**src/design/cabr_params.svh**
```systemverilog
`ifndef CABR_PARAMS_SVH
`define CABR_PARAMS_SVH

// Register offsets in the controller's operational space
`define CABR_OFS_INT_ENABLE 8'h10
`define CABR_OFS_INT_DISABLE 8'h14
`define CABR_OFS_COMM_AREA_BASE 8'h18

// Field positions
`define CABR_SO_BIT 0
`define CABR_BASE_MSB 31
`define CABR_BASE_LSB 8
`define CABR_TABLE_IDX_LSB 2

// Reset values
`define CABR_BASE_RESET 24'h000000
`define CABR_SO_EN_RESET 1'b0
`define CABR_READ_IDLE 32'h00000000

`endif

```
**src/design/cabr_pkg.sv**
```systemverilog
package cabr_pkg;
  typedef logic [31:0] cabr_word_t;
  typedef logic [7:0] cabr_addr_t;
  typedef logic [23:0] cabr_base_t;
  typedef logic [4:0] cabr_frame_t;
endpackage

```
**src/design/cabr_ctl_if.sv**
```systemverilog
`timescale 1ns/1ps
interface cabr_ctl_if;
  logic en_wr;
  logic dis_wr;
  logic so_en;
  modport regs (output en_wr, output dis_wr, input so_en);
  modport gate (input en_wr, input dis_wr, output so_en);
endinterface // cabr_ctl_if

```
**src/design/cabr_so_gate.sv**
```systemverilog
`timescale 1ns/1ps
`include "cabr_params.svh"
module cabr_so_gate (
  input wire logic clock,
  input wire logic srst,
  cabr_ctl_if.gate ctl,
  input wire logic so_event,
  output logic so_irq
);
  logic so_en_q;
  logic so_en_d;

  // Enable set by the enable register, cleared by reset or by a 1 to the disable register
  // Disable write stops
  assign so_en_d = ctl.dis_wr ? 1'b0 : (ctl.en_wr ? 1'b1 : so_en_q);

  always_ff @(posedge clock) begin
    if (srst) begin
      so_en_q <= `CABR_SO_EN_RESET;
    end else begin
      so_en_q <= so_en_d;
    end
  end

  assign ctl.so_en = so_en_q;

  // Gated request; combinational so a disabled overrun never reaches the line
  // Interrupt gating applied
  assign so_irq = so_event & so_en_q;

  chk_so_disable_holds: assert property (@(posedge clock) disable iff (srst)
    ctl.dis_wr |=> (!so_irq && !so_en_q)) else $error("overrun interrupt after disable write");
endmodule // cabr_so_gate

```
**src/design/cabr_regs.sv**
```systemverilog
`timescale 1ns/1ps
`include "cabr_params.svh"
module cabr_regs (
  input wire logic clock,
  input wire logic srst,
  input wire cabr_pkg::cabr_addr_t reg_addr,
  input wire logic reg_wr,
  input wire logic reg_rd,
  input wire logic [3:0] reg_be,
  input wire cabr_pkg::cabr_word_t reg_wdata,
  output cabr_pkg::cabr_word_t reg_rdata,
  output logic reg_rvalid,
  input wire logic so_event,
  output logic so_irq,
  input wire cabr_pkg::cabr_frame_t frame_index,
  output cabr_pkg::cabr_word_t comm_area_base,
  output cabr_pkg::cabr_word_t intr_table_addr
);
  cabr_ctl_if ctl ();

  cabr_pkg::cabr_base_t base_q;
  cabr_pkg::cabr_base_t base_d;
  cabr_pkg::cabr_word_t rdata_q;
  cabr_pkg::cabr_word_t rdata_d;
  cabr_pkg::cabr_word_t table_q;
  logic rvalid_q;

  // Full register image: reserved low byte is never stored, so it reads zero
  function automatic cabr_pkg::cabr_word_t base_word(input cabr_pkg::cabr_base_t b);
    base_word = {b, 8'h00};
  endfunction

  // Address decode
  wire sel_base = (reg_addr == `CABR_OFS_COMM_AREA_BASE);
  wire sel_dis = (reg_addr == `CABR_OFS_INT_DISABLE);
  wire sel_en = (reg_addr == `CABR_OFS_INT_ENABLE);
  wire wr_base = reg_wr & sel_base;

  // Only a 1 in the overrun bit counts
  assign ctl.dis_wr = reg_wr & sel_dis & reg_be[0] & reg_wdata[`CABR_SO_BIT];
  assign ctl.en_wr = reg_wr & sel_en & reg_be[0] & reg_wdata[`CABR_SO_BIT];

  // Lane 0 carries only reserved bits and is dropped
  assign base_d = {
    reg_be[3] ? reg_wdata[31:24] : base_q[23:16],
    reg_be[2] ? reg_wdata[23:16] : base_q[15:8],
    reg_be[1] ? reg_wdata[15:8] : base_q[7:0]
  };

  // Read mux; unmapped offsets read zero so a probe never faults
  // Base low byte forced to zero; the enable offsets return the overrun enable in bit 0
  wire cabr_pkg::cabr_word_t so_word = {31'h00000000, ctl.so_en};
  assign rdata_d = sel_base ? base_word(base_q) :
                   (sel_dis | sel_en) ? so_word : `CABR_READ_IDLE;

  always_ff @(posedge clock) begin
    if (srst) begin
      base_q <= `CABR_BASE_RESET;
    end else if (wr_base) begin
      base_q <= base_d;
    end
  end

  // Read data registered, answered one cycle after the strobe
  always_ff @(posedge clock) begin
    if (srst) begin
      rdata_q <= `CABR_READ_IDLE;
      rvalid_q <= 1'b0;
    end else begin
      rvalid_q <= reg_rd;
      if (reg_rd) begin
        rdata_q <= rdata_d;
      end
    end
  end

  // Interrupt-table entry address for the current frame
  // Entries are words at the area's start; registered to keep the DMA path short
  always_ff @(posedge clock) begin
    if (srst) begin
      table_q <= `CABR_READ_IDLE;
    end else begin
      table_q <= base_word(base_q) | {25'h0000000, frame_index, 2'b00};
    end
  end

  assign reg_rdata = rdata_q;
  assign reg_rvalid = rvalid_q;
  assign comm_area_base = base_word(base_q);
  assign intr_table_addr = table_q;

  cabr_so_gate u_so_gate (
    .clock(clock),
    .srst(srst),
    .ctl(ctl.gate),
    .so_event(so_event),
    .so_irq(so_irq)
  );

  chk_base_readback: assert property (@(posedge clock) disable iff (srst)
    (reg_rd && sel_base && !reg_wr) |=> (reg_rvalid && reg_rdata == comm_area_base))
    else $error("base read does not return stored base");

  chk_base_write_lands: assert property (@(posedge clock) disable iff (srst)
    (wr_base && reg_be == 4'hf) |=> (comm_area_base[31:8] == $past(reg_wdata[31:8])))
    else $error("base field not updated by write");

  chk_low_byte_zero: assert property (@(posedge clock) disable iff (srst)
    reg_rvalid && $past(sel_base) |-> reg_rdata[7:0] == 8'h00)
    else $error("base low byte not zero on read");

  chk_lane0_ignored: assert property (@(posedge clock) disable iff (srst)
    (wr_base && reg_be == 4'h1) |=> $stable(comm_area_base))
    else $error("reserved lane write changed base");

  chk_zero_no_effect: assert property (@(posedge clock) disable iff (srst)
    (reg_wr && sel_dis && !reg_wdata[0] && !ctl.en_wr) |=> $stable(ctl.so_en))
    else $error("zero write altered overrun enable");

  chk_table_addr: assert property (@(posedge clock) disable iff (srst)
    ##1 intr_table_addr == ($past(comm_area_base) | {25'h0000000, $past(frame_index), 2'b00}))
    else $error("table address does not track base");

  // Read handshake: the answer follows the strobe one cycle later and lasts as long as it, data holds between reads
  // so a slow bus bridge may pick it up late without losing it

  chk_rvalid_follows_rd: assert property (@(posedge clock) disable iff (srst)
    reg_rd
    |=> reg_rvalid)
    else $error("read strobe not answered");

  chk_rvalid_idle: assert property (@(posedge clock) disable iff (srst)
    !reg_rd
    |=> !reg_rvalid)
    else $error("read answer without read strobe");

  chk_rdata_holds: assert property (@(posedge clock) disable iff (srst)
    !reg_rd
    |=> $stable(reg_rdata))
    else $error("read data changed without read");

  chk_unmapped_read_zero: assert property (@(posedge clock) disable iff (srst)
    (reg_rd && !sel_base && !sel_dis && !sel_en)
    |=> (reg_rdata == 32'h00000000))
    else $error("unmapped offset read not zero");

  chk_unmapped_write_kept: assert property (@(posedge clock) disable iff (srst)
    (reg_wr && !sel_base)
    |=> $stable(comm_area_base))
    else $error("write elsewhere changed base");

  chk_mid_lane_merge: assert property (@(posedge clock) disable iff (srst)
    (wr_base && reg_be == 4'h6)
    |=> (comm_area_base[31:24] == $past(comm_area_base[31:24]) && comm_area_base[23:8] == $past(reg_wdata[23:8])))
    else $error("middle lane write merged wrongly");

  chk_top_lane_merge: assert property (@(posedge clock) disable iff (srst)
    (wr_base && reg_be == 4'h8)
    |=> (comm_area_base[31:24] == $past(reg_wdata[31:24]) && comm_area_base[23:8] == $past(comm_area_base[23:8])))
    else $error("top lane write merged wrongly");

  chk_base_read_value: assert property (@(posedge clock) disable iff (srst)
    (reg_rd && sel_base)
    |=> (reg_rdata[31:8] == $past(comm_area_base[31:8])))
    else $error("base read field differs from stored base");

  // Reset checks run through reset itself, so they carry no disable clause

  chk_base_reset_zero: assert property (@(posedge clock)
    srst
    |=> (comm_area_base == 32'h00000000))
    else $error("base not cleared by reset");

  chk_read_reset: assert property (@(posedge clock)
    srst
    |=> (!reg_rvalid && reg_rdata == 32'h00000000))
    else $error("read side not cleared by reset");

  chk_so_reset_off: assert property (@(posedge clock)
    srst
    |=> !ctl.so_en)
    else $error("overrun enable set after reset");

  chk_table_reset: assert property (@(posedge clock)
    srst
    |=> (intr_table_addr == 32'h00000000))
    else $error("table address not cleared by reset");

  chk_enable_sets: assert property (@(posedge clock) disable iff (srst)
    (ctl.en_wr && !ctl.dis_wr)
    |=> ctl.so_en)
    else $error("enable write did not set overrun enable");

  chk_so_readback: assert property (@(posedge clock) disable iff (srst)
    (reg_rd && (sel_dis || sel_en))
    |=> (reg_rdata == {31'h00000000, $past(ctl.so_en)}))
    else $error("overrun enable read back wrong");
endmodule // cabr_regs

```
**config.mk**
```make
export PLATFORM = sky130hd
export DESIGN_NAME = cabr_regs
export DESIGN_NICKNAME = d
export VERILOG_FILES = /design/src/design/cabr_pkg.sv /design/src/design/cabr_ctl_if.sv /design/src/design/cabr_so_gate.sv /design/src/design/cabr_regs.sv
export VERILOG_INCLUDE_DIRS = /design/src /design/src/design
export SDC_FILE = /design/constraint.sdc
export NUM_CORES = 1
export LEC_CHECK = 0
export BUFFER_PORTS_ARGS = -buffer_cell sky130_fd_sc_hd__buf_2
export CAP_MARGIN = 20
export CELL_PAD_IN_SITES_DETAIL_PLACEMENT = 0
export CELL_PAD_IN_SITES_GLOBAL_PLACEMENT = 2
export CORE_ASPECT_RATIO = 1.1
export CORE_MARGIN = 8
export CORE_UTILIZATION = 28
export CTS_CLUSTER_SIZE = 10
export DETAILED_ROUTE_END_ITERATION = 7
export PLACE_DENSITY_LB_ADDON = 0.08
export SYNTH_ARGS = -nofsm -noshare
export SYNTH_HDL_FRONTEND = slang
export SYNTH_SLANG_ARGS = --single-unit
```
**constraint.sdc**
```tcl
create_clock -name clock -period 2.4 [get_ports clock]
set_clock_uncertainty 0.15 [all_clocks]
set_input_delay 0.12 -clock clock [delete_from_list [all_inputs] [get_ports clock]]
set_output_delay 0.12 -clock clock [all_outputs]
set_load 0.02 [all_outputs]
```
==> results of run 1 <==
registers in the layout (all words and copies together), names as in the netlist:
name / flops
reg_rdata: 25
reg_rvalid: 1
u_so_gate.ctl.so_en: 1
intr_table_addr: 29
base_q: 24
worst min path at each step:
stage | start | cells past startpoint | slack (ns) | end
2_1_floorplan | srst | 1 | 0.05 | intr_table_addr[31]$_SDFF_PP0_
3_3_place_gp | frame_index[3] | 2 | 0.18 | intr_table_addr[5]$_SDFF_PP0_
3_5_place_dp | frame_index[4] | 2 | 0.19 | intr_table_addr[6]$_SDFF_PP0_
4_1_cts | reg_wdata[26] | 3 | 0.002 | base_q[18]$_SDFFE_PP0P_
5_1_grt | reg_wdata[26] | 3 | 0.04 | base_q[18]$_SDFFE_PP0P_
6_report | reg_wdata[26] | 3 | 0.02 | base_q[18]$_SDFFE_PP0P_
metal layers:
metal | global-route usage | vias to the layer above | wire length [um]
li1 | - | 1228 | -
met3 | 0.0495 | 11 | 735
met4 | 0.0659 | 4 | 100
met5 | 0 | - | 27
met2 | 0.190 | 72 | 4120
met1 | 0.137 | 1129 | 3590
cells by family (layout without fill, tap and decap cells):
logic type	Yosys count	count (layout)	share of synthesized area
compound gates	26	26	0.0440
mux	24	24	0.0905
simple gates	114	114	0.250
buf+inv	39	178	0.0775
other cells	1	18	0.00126
flops	80	80	0.536
through the flow:
step                      power [uW]  setup WS, ns  cell area [um2]
final                           2820         0.430             4280
after global routing            2950         0.297             4280
after CTS                       2870         0.375             4280
after floorplan                 1480         0.872             3050
after global placement          1520         0.431             3690
after detailed placement        1520         0.412             3690
cell type report:
class	count	area, um2
Fill cell	1081	6110
Sequential cell	80	1600
Multi-Input combinational cell	182	1220
Timing Repair Buffer	162	991
Clock buffer	13	270
Tap cell	143	179
Clock inverter	3	15.0
timing repair:
| item | in CTS | in global routing |
|---|---|---|
| hold endpoints to repair | 30 | 0 |
| hold buffers | 31 | 0 |
| resized for setup | 0 | 0 |
power by group:
group          internal [uW]  leakage, uW  switching (uW)
logic                   91.2      0.00120             102
clock network            780     0.000145             507
registers               1330     0.000646            1.33
worst register-to-register path: cells and delay by family (launching register included):
kind          cells  cell delay [ns]
flops             1             0.33
mux               1             0.29
simple gates      1             0.14
cells in the final DEF, fill, tap and decap left out, drive strengths merged:
cell type	n
and4	4
clkbuf	13
nor4b	2
a21oi	25
buf	131
nor3	2
and2	1
dfxtp	80
nand4	25
mux2	24
nor2b	54
dlygate4sd3	31
conb	18
and3	1
clkinv	3
nand2b	25
a31oi	1
==> flow_metrics.tcl, run 1 <==
set metrics [dict create \
    outcome "finished clean" \
    timing.rr.end "base_q[18]$_SDFFE_PP0P_" \
    cts_tree "done" \
    min_period_ns 1.97 \
    cts-buffers-inserted 9 \
    gp_routability_congestion 0.665 \
    clk_latency_ns 0.33 \
    pin_count 152 \
    hold_viol_final 0 \
    cp-end-kind "register" \
    fin_util 0.412 \
    arrival_ns 2.03 \
    path_cells "dlygate4sd3_1, buf_2, nor4b_4, and4_1, mux2_1" \
    critPathTopFamily "simple AND/OR/NAND/NOR gates" \
    max_cap_violations 0 \
    core-area_um2 10400 \
    netlist_top_cells_area "dfxtp_1 (54%), nor2b_1 (11%), mux2_2 (6.0%), buf_4 (5.3%), nand2b_1 (5.2%)" \
    synth_area_leader_cell "dfxtp_1" \
    synth_edf_count 0 \
    ys_types 19 \
    hold_class "in -> reg" \
    drtIter0Drc 55 \
    max-slew-margin-rel 0.610 \
    dieHeight_um 124 \
    netlist_top_cells_count "dfxtp_1 (80), nor2b_1 (54), a21oi_1 (25), nand2b_1 (25), nand4_1 (25)" \
    cts_setup_buffers 0 \
    hold_ws_ns 0.0205 \
    worst_slew_pin_slew_ns 0.585 \
    drtAntennaViolNets 0 \
    wire_per_inst_um 14.7 \
    ir_worst_vdd_mv 0.246 \
    htreeDepth 3 \
    drive_gt1_frac 0.373 \
    critPathLaunchType "input port" \
    path_depth 5 \
    drt-pass1-iter-count 4 \
    root_buffer "clkbuf_16" \
    worst-r2r-cell-count 2 \
    grt_overflow 0 \
    drc_errors 0 \
    n_antenna_cell 0 \
    syn_area_per_cell_um2 10.5 \
    clock_path_buffers 2 \
    final_cells 583 \
    cts_sinks 80 \
    ys_seq_area_frac 0.536 \
    dpl.cell_count 536 \
    rows 39 \
    setup_viol 0 \
    grt_pass1_wl_mm 13.4 \
    wl_mm 8.58 \
    num-nets-final 489 \
    p_leak_uw 0.00199 \
    cp.required_ns 2.46 \
    synthDominantCellAreaShare 0.536 \
    syn_area_um2 2990 \
    reg2reg_slack_ns 1.37 \
    synth_most_common_cell "dfxtp_1" \
    critPathSlowestCell "dlygate4sd3_1" \
    ys_dominant_reg_cell "dfxtp_1" \
    io_buffers 126 \
    hpwl_mm 5.92 \
    maxSlewViolCount 0 \
    critical_path.max_fanout 8 \
    power.density_nw_per_um2 658 \
    fmax_mhz 508 \
    crit_end "base_q[18]$_SDFFE_PP0P_" \
    ys_warn_count 0 \
    die-width_um 114 \
    grt_max_degree 81 \
    fin_crit_sh 0.821 \
    num_vias 2444 \
    track_usage 0.121 \
    critPathLaunch "reg_addr[2]" \
    fin_tns_setup_ns 0 \
    ys_seq_elements 80 \
    clk_pin_slew_worst_paths_ns 0.05 \
    critPathBufInv 2 \
    crit_type "in -> reg" \
    ys_async_sr_fraction 0 \
    antenna_found_initial 2 \
    synthCells 284 \
    rsz0062_at_grt "false" \
    avgViaCountPerCell 4.19 \
    first_global_vias 2443 \
    die_area_um2 14200 \
    syn_to_final_growth_pct 43.4 \
    start_util 0.287 \
    rr_startpoint "base_q[18]$_SDFFE_PP0P_" \
    cp_slowest_stage_delay_ns 0.53 \
]
(Power assumes the default switching activity.)
==> inputs of run 2 (changes only) <==
--- a/config.mk
+++ b/config.mk
@@ -12,7 +12,7 @@
 export CELL_PAD_IN_SITES_GLOBAL_PLACEMENT = 2
 export CORE_ASPECT_RATIO = 1.1
 export CORE_MARGIN = 8
-export CORE_UTILIZATION = 28
+export CORE_UTILIZATION = 26
 export CTS_CLUSTER_SIZE = 10
 export DETAILED_ROUTE_END_ITERATION = 7
 export PLACE_DENSITY_LB_ADDON = 0.08
==> constraint.sdc (replaced) <==
create_clock -name clock -period 2 [get_ports clock]
set_clock_uncertainty 0.15 [all_clocks]
set_input_delay 0.1 -clock clock [delete_from_list [all_inputs] [get_ports clock]]
set_output_delay 0.1 -clock clock [all_outputs]
set_load 0.02 [all_outputs]
==> flow_metrics.tcl, run 2 (synthesis gave the netlist of run 1 again) <==
set metrics [dict create \
    wl_mm 8.88 \
    cp_slowest_stage_delay_ns 0.53 \
    min_period_ns 1.89 \
    dpl_cell_area_um2 3760 \
    dieHeight_um 128 \
    critPathMostFrequentCell "buf_12" \
    grt_pass1_wl_mm 14.0 \
    hpwl_mm 6.23 \
    clk_latency_ns 0.33 \
    track_usage 0.117 \
    grt_max_degree 81 \
    num-nets-final 496 \
    start_util 0.263 \
    first_global_vias 2550 \
    seqPwrFrac 0.472 \
    syn_to_final_growth_pct 46.6 \
    cts_sinks 80 \
    die_area_um2 15200 \
    dpl.cell_count 549 \
    hold_class "in -> reg" \
    dpl_worst_slack_ns 0.238 \
    reg2reg_slack_ns 0.98 \
    power.total_uw 3400 \
    setup_ws_ns 0.110 \
    final_area_um2 4380 \
    pin_count 152 \
    cp.required_ns 2.07 \
    htreeDepth 3 \
    core-area_um2 11300 \
    clk_pin_slew_worst_paths_ns 0.06 \
    p_leak_uw 0.00203 \
    grt_overflow 0 \
    drtIter0Drc 83 \
    fin_tns_setup_ns 0 \
    drt-pass1-iter-count 5 \
    arrival_ns 1.96 \
    whs_path_depth 4 \
    num_vias 2510 \
    path_cells "dlygate4sd3_1, buf_2, nor4b_4, buf_12, and4_2, buf_12, mux2_2" \
    drtAntennaViolNets 0 \
    final_cell_mix "buf_2 (126), dfxtp_1 (80), nor2b_1 (54)" \
    power_frac_comb 0.070 \
    cts-buffers-inserted 9 \
    maxUsedRoutingLayer "met4" \
    crit_type "in -> reg" \
    clock_path_buffers 2 \
    p_clk_frac 0.458 \
    fin_crit_sh 0.945 \
    final_cells 597 \
    avgViaCountPerCell 4.20 \
    timing.rr.end "base_q[16]$_SDFFE_PP0P_" \
    swShare 0.219 \
    io_buffers 126 \
    antenna_found_initial 0 \
    cp-end-kind "register" \
    rsz0062_at_grt "false" \
    rows 41 \
    rr_startpoint "base_q[16]$_SDFFE_PP0P_" \
    maxSlewViolCount 0 \
    largest_register_ffs 29 \
    hp-start "reg_addr[0]" \
    wl_met3_um 756 \
    fmax_mhz 529 \
    gp_routability_congestion 0.641 \
    intPower_uw 2650 \
    worst-r2r-cell-count 2 \
    cts_tree "done" \
    critical_path.max_fanout 12 \
    n_antenna_cell 0 \
    outcome "finished clean" \
    final_common_cell "buf_2" \
    drive_gt1_frac 0.383 \
    drc_errors 0 \
    critPathLaunchType "input port" \
    met1Wirelength_mm 3.85 \
    power.density_nw_per_um2 776 \
    hold_viol_final 0 \
    wire_per_inst_um 14.9 \
    root_buffer "clkbuf_16" \
    ir_worst_vdd_mv 0.296 \
    max_cap_violations 0 \
    die-width_um 118 \
    wl_met2_mm 4.14 \
    critPathSlowestCell "dlygate4sd3_1" \
    setup_viol 0 \
    p_sw_uw 744 \
    whs_endpoint "u_so_gate.ctl.so_en$_SDFFE_PP0P_" \
]
-- run 2: cell count changes in the layout (fill, tap and decap cells not counted), sizes merged --
cell         previous run  this run
buf                   131       137
dlygate4sd3            31        32
-- run 2: final cells by class --
cell class                      instances  area (um2)
Clock buffer                           13         270
Tap cell                              150         188
Clock inverter                          3        15.0
Fill cell                            1218        6960
Multi-Input combinational cell        182        1230
Timing Repair Buffer                  169        1070
Sequential cell                        80        1600
-- run 2: metal layers --
layer / vias to the layer above / track usage
met5: - / 0
met4: 0 / 0.0543
met3: 9 / 0.0530
met2: 82 / 0.182
met1: 1168 / 0.137
li1: 1251 / -
-- run 2: repair_timing --
action,in CTS,in global routing
hold buffers,32,0
setup endpoints to repair,0,14
endpoints found under the hold margin,31,0
buffers inserted,0,0
resized for setup,0,2
-- run 2: worst max-delay path by stage --
stage / from / end / slack, ns / cells past startpoint
2_1_floorplan: reg_addr[5] / base_q[16]$_SDFFE_PP0P_ / 0.49 / 5
3_3_place_gp: reg_addr[2] / base_q[5]$_SDFFE_PP0P_ / 0.25 / 6
3_5_place_dp: reg_addr[2] / base_q[1]$_SDFFE_PP0P_ / 0.24 / 6
4_1_cts: reg_addr[2] / base_q[1]$_SDFFE_PP0P_ / 0.04 / 7
5_1_grt: reg_addr[2] / base_q[0]$_SDFFE_PP0P_ / 0.05 / 7
6_report: reg_addr[2] / base_q[0]$_SDFFE_PP0P_ / 0.11 / 7
-- run 2: worst max-delay path, delay by kind of cell --
| kind | cells | cell delay, ns |
|---|---|---|
| multiplexers | 1 | 0.32 |
| AND/OR/NAND/NOR | 2 | 0.55 |
| buffers and inverters | 4 | 0.98 |
-- run 2: through the flow --
step / util / hold WS (ns)
floorplan: - / 0.0295
global placement: 0.332 / 0.161
detailed placement: 0.332 / 0.169
CTS: 0.385 / 0.0382
global route: 0.386 / 0.110
finish: 0.386 / 0.0483
-- run 2: power by group through the flow --
stage / clock network [uW] / logic [uW] / registers [uW]
after floorplan: 0 / 125 / 1650
after global placement: 0 / 193 / 1640
after detailed placement: 0 / 194 / 1640
after CTS: 1610 / 242 / 1600
after global routing: 1690 / 261 / 1600
final: 1550 / 239 / 1600
